<file path="src/core/pax_defines.svh">
// Operation
// RULE1 - Opcode E8 with select 0..2 adds 6-bit literal to that pointer, one cycle
// RULE2 - Select bits 11 make the opcode add-to-pointer-two-and-return
// RULE3 - Add-and-return adds the literal to pointer two and stores it there
// RULE4 - Add-and-return then loads the program counter from the return stack top
// RULE5 - Add-and-return takes two cycles, second is a no-operation, no flags change
// RULE6 - Opcode 0014 decodes as call through working register, no operands or flags
// RULE7 - Call first pushes program counter plus 2 onto the return stack
// RULE8 - Call then overwrites pc low byte with the working register
// RULE9 - Call copies high latch to pc bits 15:8 and upper latch to upper byte
// RULE10 - Call takes two cycles, second is a no-operation while target is fetched
// RULE11 - Call never shadow-saves working register, flags or bank select register
// RULE12 - Extended opcodes are recognised only when the extension enable is set
// RULE13 - Literal is zero-extended and pointer sums wrap, carry discarded
`ifndef PAX_DEFINES_SVH
`define PAX_DEFINES_SVH
`define PAX_ADD_OPHI 8'he8
`define PAX_CALL_THROUGH_WORKING_REG_OP 16'h0014
`define PAX_SEL_MSB 7
`define PAX_SEL_LSB 6
`define PAX_LIT_MSB 5
`define PAX_SEL_RET 2'h3
`define PAX_PC_STEP 21'h000002
`define PAX_PTR_RST 12'h000
`define PAX_PC_RST 21'h000000
`define PAX_STACK_DEPTH 31
`endif

</file>
<file path="src/core/pax_pkg.sv">
package pax_pkg;
  typedef logic [11:0] pax_ptr_t;
  typedef logic [20:0] pax_pc_t;
  typedef enum logic [1:0] {PAX_OP_NONE, PAX_OP_ADDPTR, PAX_OP_ADDRET, PAX_OP_CALL_THROUGH_WORKING_REG} pax_op_t;
  typedef enum {PAX_ST_EXEC, PAX_ST_NOP} pax_state_t;
endpackage

</file>
<file path="src/core/pax_decode.sv">
`timescale 1ns/100ps
`include "pax_defines.svh"
module pax_decode
  import pax_pkg::*;
(
  // Instruction
  input wire logic [15:0] opcode_in,
  input wire logic ext_enable_in,
  // Decoded
  output pax_pkg::pax_op_t op_out,
  output logic [1:0] sel_out,
  output logic [5:0] lit_out
);
  always_comb begin
    op_out = PAX_OP_NONE;
    sel_out = opcode_in[`PAX_SEL_MSB:`PAX_SEL_LSB];
    lit_out = opcode_in[`PAX_LIT_MSB:0];
    if (ext_enable_in) begin // RULE12
      if (opcode_in[15:8] == `PAX_ADD_OPHI) begin
        if (sel_out == `PAX_SEL_RET) begin
          op_out = PAX_OP_ADDRET; // RULE2
        end else begin
          op_out = PAX_OP_ADDPTR; // RULE1
        end
      end else if (opcode_in == `PAX_CALL_THROUGH_WORKING_REG_OP) begin
        op_out = PAX_OP_CALL_THROUGH_WORKING_REG; // RULE6
      end
    end
  end
endmodule

</file>
<file path="src/core/pax_exec.sv">
`timescale 1ns/100ps
`include "pax_defines.svh"
module pax_exec
  import pax_pkg::*;
(
  // Clock and reset
  input wire logic mclk_in,
  input wire logic rst_in,
  // Instruction stream
  input wire logic instr_valid_in,
  input wire logic [15:0] opcode_in,
  input wire logic ext_enable_in,
  // Core state read in
  input wire logic [7:0] wreg_in,
  input wire logic [7:0] pc_high_latch_in,
  input wire logic [4:0] pc_upper_latch_in,
  // Results
  output pax_pkg::pax_ptr_t ptr0_out,
  output pax_pkg::pax_ptr_t ptr1_out,
  output pax_pkg::pax_ptr_t pointer_two_out,
  output pax_pkg::pax_pc_t pc_out,
  output pax_pkg::pax_pc_t return_stack_top_out,
  output logic busy_out,
  output logic flags_write_out,
  output logic shadow_save_out
);
  pax_op_t op;
  logic [1:0] sel;
  logic [5:0] lit;
  pax_ptr_t ptr [3];
  pax_ptr_t next_ptr [3];
  pax_pc_t pc;
  pax_pc_t next_pc;
  pax_state_t state;
  pax_state_t next_state;
  logic push;
  logic pop;
  pax_pc_t stack_top;
  logic take;

  function automatic pax_ptr_t add_lit(input pax_ptr_t p, input logic [5:0] k);
    add_lit = p + {6'h00, k}; // RULE13
  endfunction

  pax_decode u_dec (
    .opcode_in(opcode_in),
    .ext_enable_in(ext_enable_in),
    .op_out(op),
    .sel_out(sel),
    .lit_out(lit)
  );

  pax_stack u_stack (
    .mclk_in(mclk_in),
    .rst_in(rst_in),
    .push_in(push),
    .pop_in(pop),
    .push_data_in(pc + `PAX_PC_STEP),
    .top_out(stack_top)
  );

  // Opcodes arriving during the second cycle are the flushed fetch and are ignored
  assign take = instr_valid_in && (state == PAX_ST_EXEC);

  always_comb begin
    next_state = state;
    next_pc = pc;
    push = 1'b0;
    pop = 1'b0;
    for (int i = 0; i < 3; i++) begin
      next_ptr[i] = ptr[i];
    end
    case (state)
      PAX_ST_EXEC: begin
        if (take) begin
          next_pc = pc + `PAX_PC_STEP;
          case (op)
            PAX_OP_ADDPTR: begin
              next_ptr[sel] = add_lit(ptr[sel], lit); // RULE1
            end
            PAX_OP_ADDRET: begin
              next_ptr[2] = add_lit(ptr[2], lit); // RULE3
              next_pc = stack_top; // RULE4
              pop = 1'b1;
              next_state = PAX_ST_NOP; // RULE5
            end
            PAX_OP_CALL_THROUGH_WORKING_REG: begin
              push = 1'b1; // RULE7
              next_pc = {pc_upper_latch_in, pc_high_latch_in, wreg_in}; // RULE8 RULE9
              next_state = PAX_ST_NOP; // RULE10
            end
            default: begin
            end
          endcase
        end
      end
      PAX_ST_NOP: begin
        next_state = PAX_ST_EXEC;
      end
      default: begin
        next_state = PAX_ST_EXEC;
      end
    endcase
  end

  always_ff @(posedge mclk_in) begin
    if (rst_in) begin
      state <= PAX_ST_EXEC;
      pc <= `PAX_PC_RST;
      for (int i = 0; i < 3; i++) begin
        ptr[i] <= `PAX_PTR_RST;
      end
    end else begin
      state <= next_state;
      pc <= next_pc;
      for (int i = 0; i < 3; i++) begin
        ptr[i] <= next_ptr[i];
      end
    end
  end

  always_ff @(posedge mclk_in) begin
    if (rst_in) begin
      ptr0_out <= `PAX_PTR_RST;
      ptr1_out <= `PAX_PTR_RST;
      pointer_two_out <= `PAX_PTR_RST;
      pc_out <= `PAX_PC_RST;
      return_stack_top_out <= `PAX_PC_RST;
      busy_out <= 1'b0;
      flags_write_out <= 1'b0;
      shadow_save_out <= 1'b0;
    end else begin
      ptr0_out <= next_ptr[0];
      ptr1_out <= next_ptr[1];
      pointer_two_out <= next_ptr[2];
      pc_out <= next_pc;
      return_stack_top_out <= stack_top;
      busy_out <= (next_state == PAX_ST_NOP);
      flags_write_out <= 1'b0; // RULE5
      shadow_save_out <= 1'b0; // RULE11
    end
  end
endmodule

</file>
<file path="src/core/pax_stack.sv">
`timescale 1ns/100ps
`include "pax_defines.svh"
module pax_stack
  import pax_pkg::*;
(
  // Clock and reset
  input wire logic mclk_in,
  input wire logic rst_in,
  // Operations
  input wire logic push_in,
  input wire logic pop_in,
  input pax_pkg::pax_pc_t push_data_in,
  // Top
  output pax_pkg::pax_pc_t top_out
);
  pax_pc_t mem [`PAX_STACK_DEPTH];
  logic [4:0] depth;
  logic [4:0] next_depth;
  // Wraps silently on overflow and underflow; no stack status is kept here.
  // The index wraps at the array size, so no slot outside the array is addressed.
  always_comb begin
    next_depth = depth;
    if (push_in) begin
      next_depth = (depth == 5'h1e) ? 5'h00 : depth + 5'h01;
    end else if (pop_in) begin
      next_depth = (depth == 5'h00) ? 5'h1e : depth - 5'h01;
    end
  end
  always_ff @(posedge mclk_in) begin
    if (rst_in) begin
      depth <= 5'h00;
    end else begin
      depth <= next_depth;
    end
  end
  always_ff @(posedge mclk_in) begin
    if (push_in) begin
      mem[depth] <= push_data_in;
    end
  end
  assign top_out = mem[(depth == 5'h00) ? 5'h1e : depth - 5'h01];
endmodule

</file>
<file path="config.mk">
export PLATFORM = sky130hd
export DESIGN_NAME = pax_exec
export DESIGN_NICKNAME = d
export VERILOG_FILES = /design/src/core/pax_pkg.sv /design/src/core/pax_decode.sv /design/src/core/pax_exec.sv /design/src/core/pax_stack.sv
export VERILOG_INCLUDE_DIRS = /design/src /design/src/core
export SDC_FILE = /design/constraint.sdc
export NUM_CORES = 1
export LEC_CHECK = 0
export BUFFER_PORTS_ARGS = -buffer_cell sky130_fd_sc_hd__buf_2
export CAP_MARGIN = 5
export CORE_ASPECT_RATIO = 1.2
export CORE_MARGIN = 2
export CORE_UTILIZATION = 55
export DETAILED_ROUTE_END_ITERATION = 12
export PLACE_DENSITY = 0.72
export SYNTH_ARGS = -nofsm -noshare
export SYNTH_HDL_FRONTEND = slang
export SYNTH_HIERARCHICAL = 1
export SYNTH_SLANG_ARGS = --single-unit
</file>
<file path="constraint.sdc">
create_clock -name mclk_in -period 5.4 [get_ports mclk_in]
set_input_delay 0.81 -clock mclk_in [delete_from_list [all_inputs] [get_ports mclk_in]]
set_output_delay 0.81 -clock mclk_in [all_outputs]
set_load 0.005 [all_outputs]
</file>
==> flow_summary.ini <==
[status]
run_status = complete, no violations

[critical_path]
critPathSlowestCell = a211oi_1
end_kind = register
arr_time_crit_path_ns = 4.84
critical_path.n_buffers_inverters = 1
cpLargestDelayFamily = compound AO/OA/AOI/OAI gates
cpPeakStageDelay_ns = 0.81
startpoint_of_the_worst_register_to_register_path = u_stack/depth[0]
crit_type = register to register
cp-start-kind = register
cp.required_ns = 5.88
critPathMaxFanout = 31
r2r_slack_ns = 1.04
setup.worst_path.start = u_stack/depth[0]
crit_path_cell_trace = inv_1 > ha_1 > nor4b_4 > or2_4 > mux4_2 > and2_1 > a211oi_1 > a2bb2oi_1 > a221o_1 > a21oi_1 > nor3_1

[final_layout]
fillers = 3962
diodes = 0
total_non_filler_cell_area_in_the_finished_layout_um2 = 35200
flow.area_growth_from_synthesis_pct = 13.8
finalNetCount = 2182
layout-drive-gt1-share = 0.238

[clock_network]
clk_pin_slew_ns = 0.06
cts_htree_levels = 3
worstSkewPairLatency_ns = 0.62
cts_buffer_depth = 3
hold_buffers = 0
cts.repair_timing.setup_buffer_count = 0
cts_buffers = 74
cts_root_buffer = clkbuf_16
cts.sinks = 767
cts_tree = built
cts.repair.resized = 0

[floorplan]
core_area_um2 = 55900
die_area_um2 = 58200
fp.dieH_um = 264
fp-row-count = 95
die_w_um = 221
floorplan.io_pins = 122
initial_core_util = 0.554

[yosys]
synth-edff-count = 651
post-synth-top-count-cell = edfxtp_1
synth-async-reset-ratio = 0
synth_top_area_share = 0.631
synth_commonest_cells = 651 x edfxtp_1, 186 x nand2_1, 124 x mux4_2, 116 x dfxtp_1, 103 x nor2_1
yosys_warnings = 6
postSynthAreaPerCell_um2 = 16.1
ys_ff_latch = 767
syn-cell-area_um2 = 31000
instance_count_of_the_mapped_netlist = 1923
synthFlopType = edfxtp_1
synthDistinctLibCells = 78
yosys_top_cell_by_area = edfxtp_1
netlist_top_cells_area = edfxtp_1 63%, mux4_2 9.0%, dfxtp_1 7.5%, nand2_1 2.3%, a21oi_1 1.5%
synth_sequential_area_ratio = 0.706

[detailed_routing]
dr_total_vias = 18600
remaining_drc_errors = 0
wl_per_cell_um = 27.8
vias_per_cell = 6.42
ant_nets = 0
wirelength_mm = 80.8
initialDrtViolationCount = 2431
drt_first_pass_iters = 5

[timing]
hold_violations = 0
post_route_clock_period_utilization = 0.808
clock.fmax_mhz = 229
fin_worst_skew_ns = 0.0236
timing.final.max_slew_violations = 0
grt_setup_unrepaired = false
worstMarginPinSlew_ns = 1.15
max_slew_margin = 0.233
timing.final.crit_period_ns = 4.36
final.setup.tns_ns = 0
setup_viol = 0

[power]
fin_total_pwr_mw = 11.4
vdd_ir_drop_max_v = 0.000257
power_density_nw_per_um2 = 323
leakage_nw = 13.3

[placed_design]
gp_congestion = 0.879
placed_area_um2 = 32900
io_buffer_count = 119
place.detailed.hpwl_mm = 49.9

[global_route]
grt_pass1_vias = 18600
grt_start_max_net_pins = 74
grt-ovfl-total = 0
grt_antenna_before_repair = 0
global_route_wire_length_before_repair_mm = 119
gr-usage-all-layers = 0.282

[job]
max_cap_violations = 0

[min_path]
holdCritPathClass = register to register
hold_path_start = ptr[1][6]
[final timing paths]
path,depth (start not counted),to
worst min register to register,2,ptr[1][6]
worst max register to register,11,pc_out[10]
worst min-delay path,2,ptr[1][6]
worst max-delay path,11,pc_out[10]
[state kept, by name (all words and copies together) (netlist names)]
signal,count
busy_out,1
pc_out,21
pointer_two_out,12
ptr,24
return_stack_top_out,21
state,32
u_stack/depth,5
u_stack/mem,651
[routing by layer]
layer  up-vias  wire [um]  track usage
met5         -          0            0
met4         0       3890        0.135
met3       170       7210       0.0512
met2      1018      39700        0.456
met1      9550      30000        0.372
li1       7896          -            -
[cell usage in the layout, fill, tap and decap left out, types with 20 or more instances in the layout]
| master | instances |
|---|---|
| conb_1 | 33 |
| edfxtp_1 | 651 |
| buf_2 | 119 |
| nor2_1 | 68 |
| nor2_2 | 33 |
| a311oi_1 | 22 |
| and2_1 | 22 |
| a211oi_1 | 30 |
| nor2b_1 | 23 |
| o21ai_0 | 49 |
| a21oi_1 | 94 |
| o31ai_1 | 21 |
| mux4_2 | 124 |
| buf_4 | 85 |
| clkbuf_16 | 78 |
| a2bb2oi_1 | 20 |
| nand2_1 | 186 |
| mux2i_1 | 41 |
| inv_1 | 21 |
| nor3_1 | 25 |
| dfxtp_1 | 116 |
| ha_1 | 21 |
[metrics by stage]
stage,cells,setup slack (ns),hold slack (ns),utilization
2_1_floorplan,1955,1.33,0.458,-
3_3_place_gp,2769,1.21,0.452,0.589
3_5_place_dp,2769,1.09,0.454,0.589
4_1_cts,2902,1.06,0.462,0.631
5_1_grt,2902,0.790,0.485,0.631
6_report,2902,1.04,0.468,0.631
[where the power goes]
| part | internal [mW] | switching (mW) |
|---|---|---|
| registers | 6.34 | 0.00398 |
| logic | 0.0258 | 0.0488 |
| clock network | 2.81 | 2.15 |
[layout make-up]
type / count / area [um2] / area share
Clock buffer: 102 / 2080 / 0.0590
Clock inverter: 31 / 243 / 0.00689
Inverter: 22 / 85.1 / 0.00241
Multi-Input combinational cell: 1045 / 8730 / 0.248
Sequential cell: 767 / 21900 / 0.621
Tap cell: 727 / 910 / 0.0258
Timing Repair Buffer: 208 / 1310 / 0.0373
[cells by family after synthesis]
group / Yosys count / synth area share
AOI/OAI and AO/OA: 336 / 0.0752
xor gates and xnor gates: 30 / 0.00849
adders and majority gates: 23 / 0.00978
buffers and inverters: 143 / 0.0246
DFF: 767 / 0.706
muxes: 172 / 0.106
other: 1 / 0.000121
and+or+nand+nor: 451 / 0.0695
[worst register-to-register path, delay by kind of cell (launching register included)]
family	cells	cell delay, ns
DFF	1	0.41
muxes	1	0.60
adders and majority gates	1	0.27
AOI/OAI and AO/OA	4	1.55
buffers and inverters	1	0.15
and+or+nand+nor	4	1.26
Note: power is estimated with default switching activity, not from simulation.
